===== src/verilog/qr_seq_pkg.sv =====
// Constants and types shared by the quasi-resonant switch sequencer
// Contract
// RQ1 - Borderline mode: zero-cross rise turns switch on
// RQ2 - Frequency mode: latch oscillator pulse, await zero-cross
// RQ3 - Demag timeout restarts on next capacitor event
// RQ4 - Error above takeover holds oscillator at maximum
// RQ5 - Below takeover frequency falls, demag sync kept
// RQ6 - Current-sense trip ends each on period
// RQ7 - Fault lasting one window stops switch pulses
// RQ8 - Burst: one window on, eight windows off
// RQ9 - Recovery ends suppression at startup threshold
// RQ10 - Error routes capacitor to fault timer, borderline
// RQ11 - Fault window counts capacitor ramp cycles
// RQ12 - Error flag follows feedback leaving regulation
// RQ13 - Error clearing early avoids pulse suppression
// RQ14 - Startup source hysteresis between stop and startup
// RQ15 - Overvoltage trip latches all switching off
// RQ16 - Overvoltage latch clears below stop threshold
// RQ17 - External circuit may drive overvoltage pin
// RQ18 - Current sense ignored during blanking window
// RQ19 - Gate low, timers cleared before startup; fault window counters keep counting while fault_reg is F_SUPPRESS
// RQ20 - Comparator outputs sampled as synchronized inputs
package qr_seq_pkg;
    // Timing
    localparam int         CLK_PERIOD_NS    = 20;
    localparam int         TIMEOUT_NS       = 4000;
    localparam int         BLANK_NS         = 200;
    localparam int         FAULT_WINDOW_MS  = 128;
    localparam int         SUPPRESS_WINDOWS = 8;
    localparam logic [7:0] TIMEOUT_CYC      = 8'(TIMEOUT_NS / CLK_PERIOD_NS);
    localparam logic [3:0] BLANK_CYC        = 4'((BLANK_NS + CLK_PERIOD_NS - 1) / CLK_PERIOD_NS);
    localparam logic [2:0] SUPPRESS_LAST    = 3'(SUPPRESS_WINDOWS - 1);

    // Sampled input positions
    localparam int NUM_IN   = 10;
    localparam int IN_ZC    = 0;
    localparam int IN_CUR   = 1;
    localparam int IN_ERR   = 2;
    localparam int IN_OVV   = 3;
    localparam int IN_OVEXT = 4;
    localparam int IN_START = 5;
    localparam int IN_STOP  = 6;
    localparam int IN_TAKE  = 7;
    localparam int IN_OSC   = 8;
    localparam int IN_RAMP  = 9;

    // Register map
    localparam logic [11:0] CTRL_ADDR   = 12'h000;
    localparam logic [11:0] STATUS_ADDR = 12'h004;
    localparam logic [11:0] PULSES_ADDR = 12'h008;
    localparam logic [31:0] CTRL_RESET  = 32'h00000001;
    localparam int          CTRL_EN     = 0;

    // Status fields
    localparam int ST_GATE    = 0;
    localparam int ST_RUN     = 1;
    localparam int ST_OV      = 2;
    localparam int ST_FAULT   = 3;
    localparam int ST_VAR     = 5;
    localparam int ST_TIMEOUT = 6;
    localparam int ST_ERR     = 7;
    localparam int ST_OSC     = 8;

    localparam logic STARTUP_SRC_RESET = 1'b1;

    typedef enum logic [1:0] {S_IDLE, S_BLANK, S_ON} seq_state_t;
    typedef enum logic [1:0] {F_NORMAL, F_TIMING, F_SUPPRESS} fault_state_t;
    typedef enum logic [1:0] {R_CTRL, R_STATUS, R_PULSES, R_NONE} reg_sel_t;
endpackage : qr_seq_pkg


===== src/verilog/qr_switch_sequencer.sv =====
// Switch sequencer: gate timing, fault bursts, overvoltage latch, APB registers
`timescale 1ns/10ps
module qr_switch_sequencer
#(
    parameter logic [15:0] RAMPS_PER_WINDOW = 16'h0800
)
(
    input  wire logic        pclk,
    input  wire logic        presetn,
    input  wire logic        clk_en,
    input  wire logic        psel,
    input  wire logic        penable,
    input  wire logic        pwrite,
    input  wire logic [11:0] paddr,
    input  wire logic [31:0] pwdata,
    output logic      [31:0] prdata,
    output logic             pready,
    output logic             pslverr,
    input  wire logic        zero_cross,
    input  wire logic        current_trip,
    input  wire logic        error_flag,
    input  wire logic        vcc_overvoltage,
    input  wire logic        overvoltage_trip,
    input  wire logic        startup_threshold,
    input  wire logic        stop_threshold,
    input  wire logic        takeover_high,
    input  wire logic        osc_pulse,
    input  wire logic        timing_capacitor_ramp,
    output logic             gate_drive,
    output logic             startup_source_on,
    output logic             cap_to_fault_timer,
    output logic             osc_freq_clamp,
    output logic             variable_frequency_mode
);
    logic [qr_seq_pkg::NUM_IN-1:0] raw;
    logic [qr_seq_pkg::NUM_IN-1:0] lvl;
    logic [qr_seq_pkg::NUM_IN-1:0] rise;

    qr_seq_pkg::seq_state_t   seq_reg;
    qr_seq_pkg::fault_state_t fault_reg;
    logic [31:0] ctrl_reg;
    logic [15:0] pulses_reg;
    logic [15:0] ramp_cnt_reg;
    logic [2:0]  win_cnt_reg;
    logic [7:0]  timeout_cnt_reg;
    logic [3:0]  blank_cnt_reg;
    logic        run_reg;
    logic        ov_latched_reg;
    logic        osc_latched_reg;
    logic        timeout_reg;
    logic        resume_reg;

    logic        zc_rise;
    logic        cur_lvl;
    logic        err_lvl;
    logic        start_rise;
    logic        stop_lvl;
    logic        ov_hit;
    logic        borderline_mode;
    logic        cap_event;
    logic        ramp_rise;
    logic        window_end;
    logic        pulse_allow;
    logic        start_now;
    logic        bus_access;

    // Comparator bundle into the sampler
    assign raw = {timing_capacitor_ramp, osc_pulse, takeover_high, stop_threshold,
                  startup_threshold, overvoltage_trip, vcc_overvoltage, error_flag,
                  current_trip, zero_cross};

    input_sampler u_sampler
    (
        .pclk    (pclk),
        .presetn (presetn),
        .clk_en  (clk_en),
        .raw     (raw),
        .level   (lvl),
        .rise    (rise)
    );

    // Decoded conditions
    assign zc_rise    = rise[qr_seq_pkg::IN_ZC];
    assign cur_lvl    = lvl[qr_seq_pkg::IN_CUR];
    assign err_lvl    = lvl[qr_seq_pkg::IN_ERR]; // RQ12
    assign start_rise = rise[qr_seq_pkg::IN_START];
    assign stop_lvl   = lvl[qr_seq_pkg::IN_STOP];
    assign ramp_rise  = rise[qr_seq_pkg::IN_RAMP];
    assign ov_hit     = lvl[qr_seq_pkg::IN_OVV] | lvl[qr_seq_pkg::IN_OVEXT]; // RQ17
    // An error relaxes the loop to natural borderline switching
    assign borderline_mode = lvl[qr_seq_pkg::IN_TAKE] | err_lvl; // RQ10
    // Capacitor event: oscillator pulse, or ramp while routed to the fault timer
    assign cap_event  = err_lvl ? ramp_rise : rise[qr_seq_pkg::IN_OSC]; // RQ3
    assign window_end = ramp_rise && (ramp_cnt_reg == RAMPS_PER_WINDOW - 16'h0001); // RQ11
    assign pulse_allow = run_reg && ctrl_reg[qr_seq_pkg::CTRL_EN] && !ov_latched_reg
                         && (fault_reg != qr_seq_pkg::F_SUPPRESS); // RQ8

    // Restart condition for a new on period
    always_comb
    begin
        start_now = 1'b0;
        if (seq_reg == qr_seq_pkg::S_IDLE && pulse_allow)
        begin
            if (borderline_mode && zc_rise)
                start_now = 1'b1; // RQ1
            else if (!borderline_mode && osc_latched_reg && zc_rise)
                start_now = 1'b1; // RQ2 RQ5
            else if (timeout_reg && cap_event)
                start_now = 1'b1; // RQ3
        end
    end

    // Supply run state and overvoltage latch
    always_ff @(posedge pclk or negedge presetn)
    begin
        if (!presetn)
        begin
            run_reg        <= 1'b0;
            ov_latched_reg <= 1'b0;
        end
        else if (clk_en)
        begin
            if (!stop_lvl)
            begin
                run_reg        <= 1'b0; // RQ19
                ov_latched_reg <= 1'b0; // RQ16
            end
            else
            begin
                if (lvl[qr_seq_pkg::IN_START])
                    run_reg <= 1'b1;
                if (ov_hit)
                    ov_latched_reg <= 1'b1; // RQ15
            end
        end
    end

    // Startup current source hysteresis
    always_ff @(posedge pclk or negedge presetn)
    begin
        if (!presetn)
            startup_source_on <= qr_seq_pkg::STARTUP_SRC_RESET;
        else if (clk_en)
        begin
            if (!stop_lvl)
                startup_source_on <= 1'b1; // RQ14
            else if (lvl[qr_seq_pkg::IN_START])
                startup_source_on <= 1'b0; // RQ14
        end
    end

    // Oscillator pulse latch, set wins over clear
    always_ff @(posedge pclk or negedge presetn)
    begin
        if (!presetn)
            osc_latched_reg <= 1'b0;
        else if (clk_en)
        begin
            if (!borderline_mode && rise[qr_seq_pkg::IN_OSC])
                osc_latched_reg <= 1'b1; // RQ2
            else if (start_now || borderline_mode)
                osc_latched_reg <= 1'b0;
        end
    end

    // Demagnetization timeout restarted by every zero-cross
    always_ff @(posedge pclk or negedge presetn)
    begin
        if (!presetn)
        begin
            timeout_cnt_reg <= '0;
            timeout_reg     <= 1'b0;
        end
        else if (clk_en)
        begin
            if (!run_reg)
            begin
                timeout_cnt_reg <= '0;
                timeout_reg     <= 1'b0;
            end
            else if (zc_rise)
            begin
                timeout_cnt_reg <= qr_seq_pkg::TIMEOUT_CYC; // RQ3
                timeout_reg     <= 1'b0;
            end
            else if (timeout_cnt_reg != 8'h00)
            begin
                timeout_cnt_reg <= timeout_cnt_reg - 8'h01;
                if (timeout_cnt_reg == 8'h01)
                    timeout_reg <= 1'b1; // RQ3
            end
            else if (start_now)
                timeout_reg <= 1'b0;
        end
    end

    // Gate sequencing: idle, blanked on, sensed on
    always_ff @(posedge pclk or negedge presetn)
    begin
        if (!presetn)
        begin
            seq_reg       <= qr_seq_pkg::S_IDLE;
            gate_drive    <= 1'b0;
            blank_cnt_reg <= '0;
        end
        else if (clk_en)
        begin
            if (!pulse_allow)
            begin
                seq_reg    <= qr_seq_pkg::S_IDLE; // RQ15 RQ19
                gate_drive <= 1'b0;
            end
            else
            begin
                case (seq_reg)
                    qr_seq_pkg::S_IDLE:
                    begin
                        if (start_now)
                        begin
                            seq_reg       <= qr_seq_pkg::S_BLANK;
                            gate_drive    <= 1'b1;
                            blank_cnt_reg <= qr_seq_pkg::BLANK_CYC;
                        end
                    end
                    qr_seq_pkg::S_BLANK:
                    begin
                        blank_cnt_reg <= blank_cnt_reg - 4'h1; // RQ18
                        if (blank_cnt_reg == 4'h1)
                            seq_reg <= qr_seq_pkg::S_ON;
                    end
                    qr_seq_pkg::S_ON:
                    begin
                        if (cur_lvl)
                        begin
                            seq_reg    <= qr_seq_pkg::S_IDLE; // RQ6
                            gate_drive <= 1'b0;
                        end
                    end
                    default:
                    begin
                        seq_reg    <= qr_seq_pkg::S_IDLE;
                        gate_drive <= 1'b0;
                    end
                endcase
            end
        end
    end

    // Fault window timing and burst suppression
    always_ff @(posedge pclk or negedge presetn)
    begin
        if (!presetn)
        begin
            fault_reg    <= qr_seq_pkg::F_NORMAL;
            ramp_cnt_reg <= '0;
            win_cnt_reg  <= '0;
            resume_reg   <= 1'b0;
        end
        else if (clk_en)
        begin
            if (!run_reg && fault_reg != qr_seq_pkg::F_SUPPRESS)
            begin
                fault_reg    <= qr_seq_pkg::F_NORMAL; // RQ19
                ramp_cnt_reg <= '0;
                win_cnt_reg  <= '0;
                resume_reg   <= 1'b0;
            end
            else
            begin
                if (ramp_rise)
                    ramp_cnt_reg <= window_end ? 16'h0000 : ramp_cnt_reg + 16'h0001; // RQ11
                case (fault_reg)
                    qr_seq_pkg::F_NORMAL:
                    begin
                        ramp_cnt_reg <= '0;
                        if (err_lvl)
                            fault_reg <= qr_seq_pkg::F_TIMING;
                    end
                    qr_seq_pkg::F_TIMING:
                    begin
                        if (!err_lvl)
                            fault_reg <= qr_seq_pkg::F_NORMAL; // RQ13
                        else if (window_end)
                        begin
                            fault_reg   <= qr_seq_pkg::F_SUPPRESS; // RQ7
                            win_cnt_reg <= '0;
                            resume_reg  <= 1'b0;
                        end
                    end
                    qr_seq_pkg::F_SUPPRESS:
                    begin
                        if (!err_lvl)
                            resume_reg <= 1'b1;
                        if ((resume_reg || !err_lvl) && start_rise)
                            fault_reg <= qr_seq_pkg::F_NORMAL; // RQ9
                        else if (window_end)
                        begin
                            win_cnt_reg <= win_cnt_reg + 3'h1;
                            if (win_cnt_reg == qr_seq_pkg::SUPPRESS_LAST)
                                fault_reg <= err_lvl ? qr_seq_pkg::F_TIMING
                                                     : qr_seq_pkg::F_NORMAL; // RQ8
                        end
                    end
                    default:
                        fault_reg <= qr_seq_pkg::F_NORMAL;
                endcase
            end
        end
    end

    // Oscillator steering outputs
    always_ff @(posedge pclk or negedge presetn)
    begin
        if (!presetn)
        begin
            cap_to_fault_timer      <= 1'b0;
            osc_freq_clamp          <= 1'b0;
            variable_frequency_mode <= 1'b0;
        end
        else if (clk_en)
        begin
            cap_to_fault_timer      <= run_reg && err_lvl; // RQ10
            osc_freq_clamp          <= lvl[qr_seq_pkg::IN_TAKE] && !err_lvl; // RQ4
            variable_frequency_mode <= !borderline_mode; // RQ5
        end
    end

    // Switch cycle counter
    always_ff @(posedge pclk or negedge presetn)
    begin
        if (!presetn)
            pulses_reg <= '0;
        else if (clk_en && start_now)
            pulses_reg <= pulses_reg + 16'h0001;
    end

    // Register select from a bus address
    function automatic qr_seq_pkg::reg_sel_t reg_decode(input logic [11:0] addr);
        if (addr == qr_seq_pkg::CTRL_ADDR)
            return qr_seq_pkg::R_CTRL;
        else if (addr == qr_seq_pkg::STATUS_ADDR)
            return qr_seq_pkg::R_STATUS;
        else if (addr == qr_seq_pkg::PULSES_ADDR)
            return qr_seq_pkg::R_PULSES;
        else
            return qr_seq_pkg::R_NONE;
    endfunction : reg_decode

    assign bus_access = psel && penable && pready;

    // APB slave: ready one cycle into the access phase
    always_ff @(posedge pclk or negedge presetn)
    begin
        if (!presetn)
        begin
            pready  <= 1'b0;
            pslverr <= 1'b0;
            prdata  <= '0;
        end
        else if (clk_en)
        begin
            pready  <= psel && penable && !pready;
            pslverr <= 1'b0;
            prdata  <= '0;
            if (psel && penable && !pready)
            begin
                case (reg_decode(paddr))
                    qr_seq_pkg::R_CTRL:
                        prdata <= pwrite ? 32'h00000000 : ctrl_reg;
                    qr_seq_pkg::R_STATUS:
                    begin
                        if (!pwrite)
                        begin
                            prdata[qr_seq_pkg::ST_GATE]    <= gate_drive;
                            prdata[qr_seq_pkg::ST_RUN]     <= run_reg;
                            prdata[qr_seq_pkg::ST_OV]      <= ov_latched_reg;
                            prdata[qr_seq_pkg::ST_FAULT+:2] <= fault_reg;
                            prdata[qr_seq_pkg::ST_VAR]     <= !borderline_mode;
                            prdata[qr_seq_pkg::ST_TIMEOUT] <= timeout_reg;
                            prdata[qr_seq_pkg::ST_ERR]     <= err_lvl;
                            prdata[qr_seq_pkg::ST_OSC]     <= osc_latched_reg;
                        end
                    end
                    qr_seq_pkg::R_PULSES:
                        prdata <= pwrite ? 32'h00000000 : {16'h0000, pulses_reg};
                    default:
                        pslverr <= 1'b1;
                endcase
            end
        end
    end

    // Control register write
    always_ff @(posedge pclk or negedge presetn)
    begin
        if (!presetn)
            ctrl_reg <= qr_seq_pkg::CTRL_RESET;
        else if (clk_en && bus_access && pwrite && reg_decode(paddr) == qr_seq_pkg::R_CTRL)
            ctrl_reg <= {31'h00000000, pwdata[qr_seq_pkg::CTRL_EN]};
    end
endmodule : qr_switch_sequencer


===== src/verilog/input_sampler.sv =====
// Two-stage sampler with rising-edge detect for comparator outputs
`timescale 1ns/10ps
module input_sampler
(
    input  wire logic                         pclk,
    input  wire logic                         presetn,
    input  wire logic                         clk_en,
    input  wire logic [qr_seq_pkg::NUM_IN-1:0] raw,
    output logic      [qr_seq_pkg::NUM_IN-1:0] level,
    output logic      [qr_seq_pkg::NUM_IN-1:0] rise
);
    logic [qr_seq_pkg::NUM_IN-1:0] stage1_reg;
    logic [qr_seq_pkg::NUM_IN-1:0] prev_reg;

    // First stage feeds only the second stage
    always_ff @(posedge pclk or negedge presetn)
    begin
        if (!presetn)
        begin
            stage1_reg <= '0;
            level      <= '0;
            prev_reg   <= '0;
        end
        else if (clk_en)
        begin
            stage1_reg <= raw; // RQ20
            level      <= stage1_reg;
            prev_reg   <= level;
        end
    end

    // Edge from the settled stages
    always_comb
    begin
        rise = level & ~prev_reg;
    end
endmodule : input_sampler


===== config.mk =====
export PLATFORM = sky130hd
export DESIGN_NAME = qr_switch_sequencer
export DESIGN_NICKNAME = d
export VERILOG_FILES = /design/src/verilog/qr_seq_pkg.sv /design/src/verilog/qr_switch_sequencer.sv /design/src/verilog/input_sampler.sv
export SDC_FILE = /design/constraint.sdc
export NUM_CORES = 1
export LEC_CHECK = 0
export ABC_AREA = 1
export BUFFER_PORTS_ARGS = -buffer_cell sky130_fd_sc_hd__buf_2
export CELL_PAD_IN_SITES_DETAIL_PLACEMENT = 0
export CELL_PAD_IN_SITES_GLOBAL_PLACEMENT = 1
export CORE_ASPECT_RATIO = 2
export CORE_MARGIN = 8
export CORE_UTILIZATION = 40
export CTS_CLUSTER_SIZE = 28
export DETAILED_ROUTE_END_ITERATION = 8
export GPL_ROUTABILITY_DRIVEN = 1
export PLACE_DENSITY_LB_ADDON = 0.1
export SKIP_LAST_GASP = 1
export SYNTH_ARGS = -nofsm -noshare
export SYNTH_HDL_FRONTEND = slang
export SYNTH_SLANG_ARGS = --single-unit

===== constraint.sdc =====
create_clock -name pclk -period 1.83 [get_ports pclk]
set_input_delay 0.183 -clock pclk [delete_from_list [all_inputs] [get_ports pclk]]
set_output_delay 0.183 -clock pclk [all_outputs]
set_load 0.02 [all_outputs]

==> results of run 1 <==
[synth_stat cells (all sizes together), types with 2 or more instances]
cell,count
buf,22
nor3,8
nand3,61
dfstp,2
or2,4
ha,9
xor2,18
o22ai,4
o31ai,4
clkbuf,9
dfrtp,102
o21ai,45
nand2,246
nand4,15
a21oi,11
inv,73
nor2,73
xnor2,2
[placed cells by master, fill, tap and decap left out, types with 2 or more instances in the layout]
cell type	n
sky130_fd_sc_hd__nand2_1	241
sky130_fd_sc_hd__dfrtp_1	102
sky130_fd_sc_hd__inv_1	69
sky130_fd_sc_hd__nor2_1	63
sky130_fd_sc_hd__nand3_1	58
sky130_fd_sc_hd__buf_2	50
sky130_fd_sc_hd__o21ai_0	40
sky130_fd_sc_hd__buf_4	32
sky130_fd_sc_hd__xor2_1	18
sky130_fd_sc_hd__conb_1	16
sky130_fd_sc_hd__nand4_1	14
sky130_fd_sc_hd__a21oi_1	11
sky130_fd_sc_hd__ha_1	9
sky130_fd_sc_hd__clkbuf_16	9
sky130_fd_sc_hd__nor3_1	7
sky130_fd_sc_hd__nor2_2	7
sky130_fd_sc_hd__inv_2	4
sky130_fd_sc_hd__o22ai_1	4
sky130_fd_sc_hd__o21ai_1	4
sky130_fd_sc_hd__o31ai_1	4
sky130_fd_sc_hd__nor2_4	3
sky130_fd_sc_hd__nand2_2	3
sky130_fd_sc_hd__nand2_4	2
sky130_fd_sc_hd__or2_2	2
sky130_fd_sc_hd__nand3_4	2
sky130_fd_sc_hd__xnor2_1	2
sky130_fd_sc_hd__clkinv_2	2
sky130_fd_sc_hd__clkinvlp_4	2
sky130_fd_sc_hd__dfstp_2	2
sky130_fd_sc_hd__buf_12	2
[cells by family (layout without fill, tap and decap cells)]
group | count (synthesis) | count (layout) | share of synthesized area (%)
other | 1 | 16 | 0.06734
AO/OA/AOI/OAI | 67 | 67 | 6.673
AND/OR/NAND/NOR | 410 | 410 | 32.24
adder cells (fa/ha/maj) | 9 | 9 | 2.022
buffers and inverters | 105 | 175 | 8.694
XOR/XNOR | 20 | 20 | 3.145
flip-flops | 104 | 104 | 46.78
multiplexers | 2 | 2 | 0.3819
[worst register-to-register path: cells and delay by family (launching register included)]
family                     cells  cell delay [ns]
and+or+nand+nor                6             0.83
DFF                            1             0.39
adders and majority gates      1             0.20
buffers and inverters          1             0.17
[layout make-up]
type / count / area, um2 / share of cell area, %
clock buffer: 9 / 225.2 / 3.486
clock inverter: 7 / 78.83 / 1.220
inverter: 74 / 279.0 / 4.318
multi-input combinational: 524 / 2536 / 39.25
sequential: 104 / 2605 / 40.32
tap: 157 / 196.4 / 3.040
timing repair buffer: 85 / 540.5 / 8.366
[worst max path at each step]
| stage | slack, ns | cells after the start | endpoint | start |
|---|---|---|---|---|
| 2_1_floorplan | 0.30 | 8 | fault_reg[1] | ramp_cnt_reg[0] |
| 6_report | 0.14 | 8 | ramp_cnt_reg[13] | ramp_cnt_reg[0] |
| 3_5_place_dp | 0.09 | 8 | ramp_cnt_reg[13] | ramp_cnt_reg[0] |
| 4_1_cts | 0.06 | 8 | ramp_cnt_reg[12] | ramp_cnt_reg[0] |
| 5_1_grt | 0.001 | 9 | win_cnt_reg[2] | ramp_cnt_reg[0] |
| 3_3_place_gp | 0.11 | 8 | ramp_cnt_reg[13] | ramp_cnt_reg[0] |
[metal layers]
| metal | vias to the layer above | part of all wire (%) |
|---|---|---|
| li1 | 2413 | - |
| met1 | 2131 | 49 |
| met2 | 71 | 46 |
| met3 | 13 | 3.7 |
| met4 | 0 | 1.6 |
| met5 | - | 0 |
[what timing repair did]
| item | 4_1_cts | 5_1_grt |
|---|---|---|
| hold buffers | 1 | 0 |
| endpoints found under the hold margin | 28 | 0 |
| setup endpoints to repair | 0 | 4 |
| gates resized for setup | 0 | 1 |
[stage by stage]
stage | setup WS (ns) | util [%]
after detailed placement | 0.08774 | 44.75
after CTS | 0.06428 | 47.03
after floorplan | 0.3027 | -
final | 0.1380 | 47.03
after global placement | 0.1098 | 44.75
after global routing | 0.001384 | 47.03
[power by group]
| group | switching [mW] | total (mW) | internal (mW) |
|---|---|---|---|
| Clock | 0.908 | 1.98 | 1.08 |
| Sequential | 0.125 | 2.60 | 2.47 |
| Combinational | 0.712 | 1.08 | 0.364 |
==> impl_summary.log, run 1 <==
INFO  metric worst_ir_drop_vdd = 527.2 uV
INFO  metric setup.worst_path.start_class = register
INFO  metric timing.final.hold_violations = 0
INFO  metric dieArea = 18180 um2
INFO  metric synth_area_leader = sky130_fd_sc_hd__dfrtp_1
INFO  metric result_of_the_run = complete, no violations
INFO  metric vias_in_the_first_global_route = 4564
INFO  metric cts.repair_timing.setup_buffer_count = 0
INFO  metric critPathArrivalTime = 1.93 ns
INFO  metric drive_above_1_share = 16.44%
INFO  metric grt.busiest_layer = met2
INFO  metric core.rowCount = 61
INFO  metric p_per_cell_area = 875.5 nW/um2
INFO  metric timing_max_transition_violations_final = 0
INFO  metric grt_usage = 15.25%
INFO  metric netlist_instances = 718
INFO  metric crit_path_max_fanout = 7
INFO  metric routed_wirelength = 13130 um
INFO  metric h-tree-depth = 3
INFO  metric min_to = u_sampler.stage1_reg[9]
INFO  metric final_nets = 867
INFO  metric drtPass1Iterations = 4
INFO  metric synth_cell_types = 43
INFO  metric period_minus_slack = 1.692 ns
INFO  metric cts.root.buffer_cell = sky130_fd_sc_hd__clkbuf_16
INFO  metric fin_tns_setup = 0 ns
INFO  metric synth.yosys.seq_area_share = 46.78%
INFO  metric crit_top_cell = sky130_fd_sc_hd__nand2_1
INFO  metric critical_path_class = register to register
INFO  metric chipHeight = 182.9 um
INFO  metric fin_area = 6461 um2
INFO  metric finalSetupViolCount = 0
INFO  metric last_weighted_congestion_value_of_the_routability_driven_placer = 0.8211
INFO  metric clock_tree_from_tritoncts = built
INFO  metric crit_buf_inv = 1
INFO  metric initial_antenna_violation_count = 0
INFO  metric power_total = 5.657 mW
INFO  metric diodes_inserted = 0
INFO  metric ranking_of_synthesized_cells_by_area = sky130_fd_sc_hd__dfrtp_1, sky130_fd_sc_hd__nand2_1, sky130_fd_sc_hd__nand3_1, sky130_fd_sc_hd__inv_1, sky130_fd_sc_hd__nor2_1
INFO  metric synth_enable_flop_cells = 0
INFO  metric max_freq = 591.0 MHz
INFO  metric hold-path-cell-count = 3
INFO  metric synth_flop_cell = sky130_fd_sc_hd__dfrtp_1
INFO  metric antenna_nets_post_route = 0
INFO  metric yosys.area.top_type_share = 45.83%
INFO  metric globalRoute.totalOverflow = 0
INFO  metric crit_reg_reg_endpoint = ramp_cnt_reg[13]
INFO  metric die_width = 99.44 um
INFO  metric grt_max_degree = 44
INFO  metric initial_utilization = 40.54%
INFO  metric setup.reg_to_reg.worst_slack = 0.14 ns
INFO  metric min_path_type = primary input to register
INFO  metric globalRouteMet1Util = 20.36%
INFO  metric placed_area = 6147 um2
INFO  metric top_family_by_delay_on_critical_path = simple AND/OR/NAND/NOR gates
INFO  metric avgViaCountPerCell = 4.821
INFO  metric synth-seq-cells = 104
INFO  metric finalCritPeriodShare = 92.46%
INFO  metric clkSlewWorstSetupHoldPaths = 0.08 ns
INFO  metric syn-mean-instance-area = 7.756 um2
INFO  metric detailed_route_via_count = 4628
INFO  metric rsz0062_at_grt = no
INFO  metric fin_worst_skew = 0.009146 ns
INFO  metric worst_ep_required_time = 2.07 ns
INFO  metric total_leakage_power = 3.407 nW
INFO  metric worst_setup_path_end_kind = register
INFO  metric final.fill_count = 1413
INFO  metric area_growth = 16.02%
INFO  metric max-cap-violations = 0
INFO  metric clock_sinks = 104
INFO  metric hpwlAfterDp = 10090 um
INFO  metric timing.critical_path.cells = ha_1 -> nand3_1 -> nor2_4 -> nand3_4 -> nand2_1 -> nand2_1 -> inv_2 -> nor2_1
INFO  metric drt_iter0_markers = 214
INFO  metric post-place-cells = 943
INFO  metric fin_cells = 960
INFO  metric timing.hold.ws = 0.03274 ns
INFO  metric floorplan.io_pins = 99
INFO  metric met3_usage = 2.848%
INFO  metric drcViolationCount = 0
INFO  metric critical-path-slowest-cell = sky130_fd_sc_hd__dfrtp_1
INFO  metric met2_usage_in_global_routing = 24.05%
INFO  metric clock_insertion_delay_worst_skew = 0.35 ns
INFO  metric numCtsBuffers = 9
INFO  metric crit-reg2reg-launch = ramp_cnt_reg[0]
INFO  metric placement.io_buffers = 51
INFO  metric synth.cell_area = 5569 um2
INFO  metric synth-async-reset-ratio = 100.0%
INFO  metric first_pass_grt_wire_length = 22380 um
INFO  metric number_of_warnings_issued_by_yosys = 0
INFO  metric core_area = 13740 um2
INFO  metric worst_min_delay_path_startpoint = timing_capacitor_ramp
INFO  metric max_stage_delay = 0.39 ns
INFO  metric detail_route.wl_per_cell = 13.68 um
INFO  metric cts_max_path_buffers = 2
INFO  metric reg2regPathDepth = 8
(Power assumes the default switching activity.)
==> run 2: changes to the inputs <==
--- a/config.mk
+++ b/config.mk
@@ -19,4 +19,5 @@
 export SKIP_LAST_GASP = 1
 export SYNTH_ARGS = -nofsm -noshare
 export SYNTH_HDL_FRONTEND = slang
+export SYNTH_HIERARCHICAL = 1
 export SYNTH_SLANG_ARGS = --single-unit
==> impl_summary.log, run 2 <==
INFO  metric result_of_the_run = complete, no violations
INFO  metric setup.reg_to_reg.worst_slack = 0.18 ns
INFO  metric period_minus_slack = 1.649 ns
INFO  metric final_nets = 869
INFO  metric vias_in_the_first_global_route = 4937
INFO  metric min_to = u_sampler/stage1_reg[1]
INFO  metric rsz0062_at_grt = no
INFO  metric floorplan.io_pins = 99
INFO  metric power.share.clock = 36.1%
INFO  metric power_total = 5.602 mW
INFO  metric tightest_slew = 0.5928 ns
INFO  metric post-place-cells = 977
INFO  metric max-cap-violations = 0
INFO  metric grt_usage = 16.43%
INFO  metric finalCritPeriodShare = 90.12%
INFO  metric timing.final.hold_violations = 0
INFO  metric first_pass_grt_wire_length = 23760 um
INFO  metric diodes_inserted = 0
INFO  metric seq_power_share = 45.8%
INFO  metric area_growth = 15.70%
INFO  metric p_per_cell_area = 857.1 nW/um2
INFO  metric chipHeight = 184.1 um
INFO  metric max_freq = 606.4 MHz
INFO  metric last_weighted_congestion_value_of_the_routability_driven_placer = 0.8960
INFO  metric placement.io_buffers = 51
INFO  metric netlist_instances = 728
INFO  metric worst_ep_required_time = 2.07 ns
INFO  metric worst_ir_drop_vdd = 426.8 uV
INFO  metric numCtsBuffers = 9
INFO  metric critPathArrivalTime = 1.89 ns
INFO  metric clock_tree_from_tritoncts = built
INFO  metric antenna_nets_post_route = 0
INFO  metric worst_setup_path_end_kind = register
INFO  metric fin_cells = 994
INFO  metric min_path_type = primary input to register
INFO  metric timing_max_transition_violations_final = 0
INFO  metric cts.repair_timing.setup_buffer_count = 0
INFO  metric crit_reg_reg_endpoint = win_cnt_reg[2]
INFO  metric clock_sinks = 104
INFO  metric netSwitchingFraction = 32.43%
INFO  metric fin_area = 6536 um2
INFO  metric drtPass1Iterations = 4
INFO  metric fin_tns_setup = 0 ns
INFO  metric drive_above_1_share = 16.65%
INFO  metric hold-path-cell-count = 3
INFO  metric mostFrequentLayoutCell = sky130_fd_sc_hd__nand2_1
INFO  metric initial_antenna_violation_count = 0
INFO  metric cts.root.buffer_cell = sky130_fd_sc_hd__clkbuf_16
INFO  metric grt_max_degree = 105
INFO  metric drcViolationCount = 0
INFO  metric fin_worst_skew = 0.01066 ns
INFO  metric crit_path_max_fanout = 5
INFO  metric finalSetupViolCount = 0
INFO  metric combPwrFrac = 18.0%
INFO  metric synth.cell_area = 5649 um2
INFO  metric h-tree-depth = 3
INFO  metric clkSlewWorstSetupHoldPaths = 0.08 ns
INFO  metric max_slew_margin = 60.48%
INFO  metric reg2regPathDepth = 10
INFO  metric core_area = 13890 um2
INFO  metric crit-reg2reg-launch = u_sampler/level[9]
INFO  metric initial_utilization = 40.67%
INFO  metric finalCoreUtilization = 47.05%
INFO  metric core.rowCount = 61
INFO  metric cts_max_path_buffers = 2
INFO  metric clock_insertion_delay_worst_skew = 0.35 ns
INFO  metric setup.worst_path.start_class = register
INFO  metric number_of_warnings_issued_by_yosys = 6
INFO  metric layout.cells.most_common_list = sky130_fd_sc_hd__nand2_1, sky130_fd_sc_hd__dfrtp_1, sky130_fd_sc_hd__inv_1, sky130_fd_sc_hd__nor2_1, sky130_fd_sc_hd__buf_2
INFO  metric placed_area = 6182 um2
INFO  metric layout_setup_ws = 0.1809 ns
INFO  metric internal-power = 3.785 mW
INFO  metric detailed_route_via_count = 4753
INFO  metric worst_min_delay_path_startpoint = current_trip
INFO  metric total_leakage_power = 3.405 nW
INFO  metric hpwlAfterDp = 11000 um
INFO  metric detail_route.wl_per_cell = 14.46 um
INFO  metric die_width = 100.0 um
INFO  metric dieArea = 18410 um2
INFO  metric drt_iter0_markers = 190
INFO  metric avgViaCountPerCell = 4.782
INFO  metric switchingPower = 1.817 mW
INFO  metric syn-mean-instance-area = 7.760 um2
INFO  metric dp_worst_setup_slack = 0.08899 ns
INFO  metric routed_wirelength = 14370 um
INFO  metric timing.hold.ws = 0.02446 ns
INFO  metric critical_path_class = register to register
INFO  metric globalRoute.totalOverflow = 0
==> run 2: routing by layer <==
metal,wire (um),vias to the layer above,track usage (%)
met1,5466,2242,15.97
met3,391,22,2.997
met4,408,0,7.378
met2,8107,78,32.00
li1,-,2411,-
met5,0,-,0
==> run 2: cell type report <==
cell class	count	area, um2
Timing Repair Buffer	76	473.0
Clock buffer	9	225.2
Tap cell	189	236.5
Clock inverter	7	95.09
Fill cell	1487	7355
Multi-Input combinational cell	519	2559
Inverter	90	342.8
Sequential cell	104	2605
==> run 2: worst max-delay path by stage <==
stage,from,end
floorplan,ctrl_reg[0],timeout_reg
global placement,u_sampler/level[9],ramp_cnt_reg[10]
detailed placement,u_sampler/level[9],ramp_cnt_reg[10]
CTS,u_sampler/level[9],ramp_cnt_reg[10]
global route,u_sampler/level[9],pulses_reg[2]
finish,u_sampler/level[9],win_cnt_reg[2]
==> run 2: worst max-delay path, cell delays in order, from the launching register on <==
cell	delay, ns
sky130_fd_sc_hd__dfrtp_1	0.38
sky130_fd_sc_hd__inv_1	0.05
sky130_fd_sc_hd__nor2_1	0.14
sky130_fd_sc_hd__buf_4	0.14
sky130_fd_sc_hd__nand3_1	0.08
sky130_fd_sc_hd__nor2_2	0.20
sky130_fd_sc_hd__nand3_1	0.10
sky130_fd_sc_hd__nand2_1	0.16
sky130_fd_sc_hd__nand3_1	0.15
sky130_fd_sc_hd__nand2_1	0.08
sky130_fd_sc_hd__nand2_1	0.05
==> run 2: repair_timing <==
action | CTS | global route
gates resized for setup | 0 | 6
hold buffers | 1 | 0
hold endpoints to repair | 102 | 0
setup endpoints to repair | 0 | 19
==> run 2: power groups by stage <==
stage,sequential [mW],clock (mW),combinational (mW)
6_report,2.57,2.02,1.01
5_1_grt,2.59,2.17,1.16
4_1_cts,2.57,2.09,1.01
3_5_place_dp,2.61,0,1.01
3_3_place_gp,2.61,0,0.996
2_1_floorplan,2.59,0,0.715
==> run 3: changes to the inputs <==
--- a/config.mk
+++ b/config.mk
@@ -21,3 +21,4 @@
 export SYNTH_HDL_FRONTEND = slang
 export SYNTH_HIERARCHICAL = 1
 export SYNTH_SLANG_ARGS = --single-unit
+export TNS_END_PERCENT = 10
==> constraint.sdc (replaced) <==
create_clock -name pclk -period 1.83 [get_ports pclk]
set_input_delay 0.183 -clock pclk [delete_from_list [all_inputs] [get_ports pclk]]
set_output_delay 0.183 -clock pclk [all_outputs]
set_load 0.05 [all_outputs]
==> impl_summary.log, run 3 (synthesized netlist as in run 2, its figures left out) <==
INFO  metric met3_usage = 2.997%
INFO  metric tightest_slew = 0.5908 ns
INFO  metric critical_path_class = register to register
INFO  metric die_width = 100.0 um
INFO  metric fin_tns_setup = 0 ns
INFO  metric period_minus_slack = 1.691 ns
INFO  metric clock_sinks = 104
INFO  metric timing.final.hold_violations = 0
INFO  metric critPathArrivalTime = 1.94 ns
INFO  metric initial_antenna_violation_count = 0
INFO  metric max_freq = 591.2 MHz
INFO  metric avgViaCountPerCell = 4.795
INFO  metric first_pass_grt_wire_length = 23760 um
INFO  metric worst_setup_path_end_kind = register
INFO  metric detailed_route_via_count = 4766
INFO  metric grt_usage = 16.43%
INFO  metric final.fill_count = 1488
INFO  metric vias_in_the_first_global_route = 4937
INFO  metric final_nets = 869
INFO  metric min_path_type = primary input to register
INFO  metric fin_worst_skew = 0.007931 ns
INFO  metric hold-path-cell-count = 3
INFO  metric routed_wirelength = 14370 um
INFO  metric worst_min_delay_path_startpoint = current_trip
INFO  metric placement.io_buffers = 51
INFO  metric max-cap-violations = 0
INFO  metric core_area = 13890 um2
INFO  metric setup.worst_path.start_class = register
INFO  metric antenna_nets_post_route = 0
INFO  metric initial_utilization = 40.67%
INFO  metric clock_insertion_delay_worst_skew = 0.35 ns
INFO  metric met2_usage_in_global_routing = 32.00%
INFO  metric layout.cells.most_common_list = sky130_fd_sc_hd__nand2_1, sky130_fd_sc_hd__dfrtp_1, sky130_fd_sc_hd__inv_1, sky130_fd_sc_hd__nor2_1, sky130_fd_sc_hd__buf_2
INFO  metric floorplan.io_pins = 99
INFO  metric fin_area = 6519 um2
INFO  metric worst_ir_drop_vdd = 427.2 uV
INFO  metric cts_max_path_buffers = 2
INFO  metric globalRoute.totalOverflow = 0
INFO  metric chipHeight = 184.1 um
INFO  metric power_total = 5.662 mW
INFO  metric globalRouteMet1Util = 15.97%
INFO  metric rsz0062_at_grt = yes
INFO  metric area_growth = 15.39%
INFO  metric finalCritPeriodShare = 92.42%
INFO  metric setup.reg_to_reg.worst_slack = 0.14 ns
INFO  metric diodes_inserted = 0
INFO  metric cts.root.buffer_cell = sky130_fd_sc_hd__clkbuf_16
INFO  metric crit-reg2reg-launch = timeout_cnt_reg[0]
INFO  metric p_per_cell_area = 868.6 nW/um2
INFO  metric crit_path_max_fanout = 7
INFO  metric detail_route.wl_per_cell = 14.46 um
INFO  metric hpwlAfterDp = 11000 um
INFO  metric worst_ep_required_time = 2.08 ns
INFO  metric drtPass1Iterations = 4
INFO  metric total_leakage_power = 3.404 nW
INFO  metric mostFrequentLayoutCell = sky130_fd_sc_hd__nand2_1
INFO  metric result_of_the_run = complete, no violations
INFO  metric grt_max_degree = 105
INFO  metric drcViolationCount = 0
INFO  metric placed_area = 6182 um2
INFO  metric drt_iter0_markers = 201
INFO  metric finalSetupViolCount = 0
INFO  metric h-tree-depth = 3
INFO  metric timing.hold.ws = 0.02403 ns
INFO  metric numCtsBuffers = 9
INFO  metric reg2regPathDepth = 11
INFO  metric drive_above_1_share = 16.52%
INFO  metric clock_tree_from_tritoncts = built
INFO  metric clkSlewWorstSetupHoldPaths = 0.08 ns
INFO  metric grt.busiest_layer = met2
INFO  metric dieArea = 18410 um2
INFO  metric core.rowCount = 61
INFO  metric timing_max_transition_violations_final = 0
INFO  metric crit_start = timeout_cnt_reg[0]
INFO  metric max_slew_margin = 60.61%
INFO  metric min_to = u_sampler/stage1_reg[1]
INFO  metric crit_reg_reg_endpoint = timeout_cnt_reg[7]
INFO  metric last_weighted_congestion_value_of_the_routability_driven_placer = 0.8960
==> run 3: cell counts in the layout (fill, tap and decap cells not counted) <==
No cell type changed its count.
==> run 3: final cells by class <==
| class | instances | area, um2 | share of cell area (%) |
|---|---|---|---|
| clock buffer | 9 | 225.2 | 3.455 |
| multi-input combinational | 519 | 2544 | 39.02 |
| tap | 189 | 236.5 | 3.628 |
| inverter | 90 | 340.3 | 5.221 |
| timing repair buffer | 76 | 473.0 | 7.255 |
| sequential | 104 | 2605 | 39.96 |
| clock inverter | 7 | 95.09 | 1.459 |
==> run 3: how the worst max path moves through the flow <==
stage | endpoint | cells past startpoint
finish | timeout_cnt_reg[7] | 11
global route | ramp_cnt_reg[12] | 10
CTS | ramp_cnt_reg[10] | 10
detailed placement | ramp_cnt_reg[10] | 10
global placement | ramp_cnt_reg[10] | 10
floorplan | timeout_reg | 10
==> run 3: per-layer routing <==
metal  wire (um)  vias up
met2        8113       80
met3         414       24
met1        5412     2252
li1            -     2410
met4         431        0
met5           0        -
==> run 3: stage by stage <==
stage | std cells | utilization (%) | worst slack [ns]
6_report | 994 | 46.93 | 0.1387
4_1_cts | 994 | 46.88 | 0.06781
3_5_place_dp | 977 | 44.51 | 0.08899
3_3_place_gp | 977 | 44.51 | 0.1267
2_1_floorplan | 743 | - | 0.3472
5_1_grt | 994 | 46.93 | -0.02550
==> run 3: critical path, cell delays in order (launching register included) <==
cell and delay [ns]:
sky130_fd_sc_hd__dfrtp_1 0.41, sky130_fd_sc_hd__inv_1 0.14, sky130_fd_sc_hd__ha_1 0.16, sky130_fd_sc_hd__inv_1 0.04, sky130_fd_sc_hd__nor2_1 0.09, sky130_fd_sc_hd__nand2_1 0.10, sky130_fd_sc_hd__o21ai_2 0.28, sky130_fd_sc_hd__inv_2 0.12
sky130_fd_sc_hd__nand2_1 0.10, sky130_fd_sc_hd__inv_1 0.05, sky130_fd_sc_hd__nand2_1 0.06, sky130_fd_sc_hd__nand2_1 0.04
==> run 3: report_power, final <==
part           leakage (nW)  internal [mW]  switching [mW]
clock network         0.151          0.997            1.02
registers              1.35           2.45           0.112
logic                  1.91          0.331           0.744
total                  3.40           3.78            1.88
==> run 3: repair_timing <==
action                                  in CTS  in global routing
resized for setup                            0                  2
endpoints found under the setup margin       0                 19
hold buffers                                 1                  0
buffers inserted                             0                  0
hold endpoints to repair                   102                  0
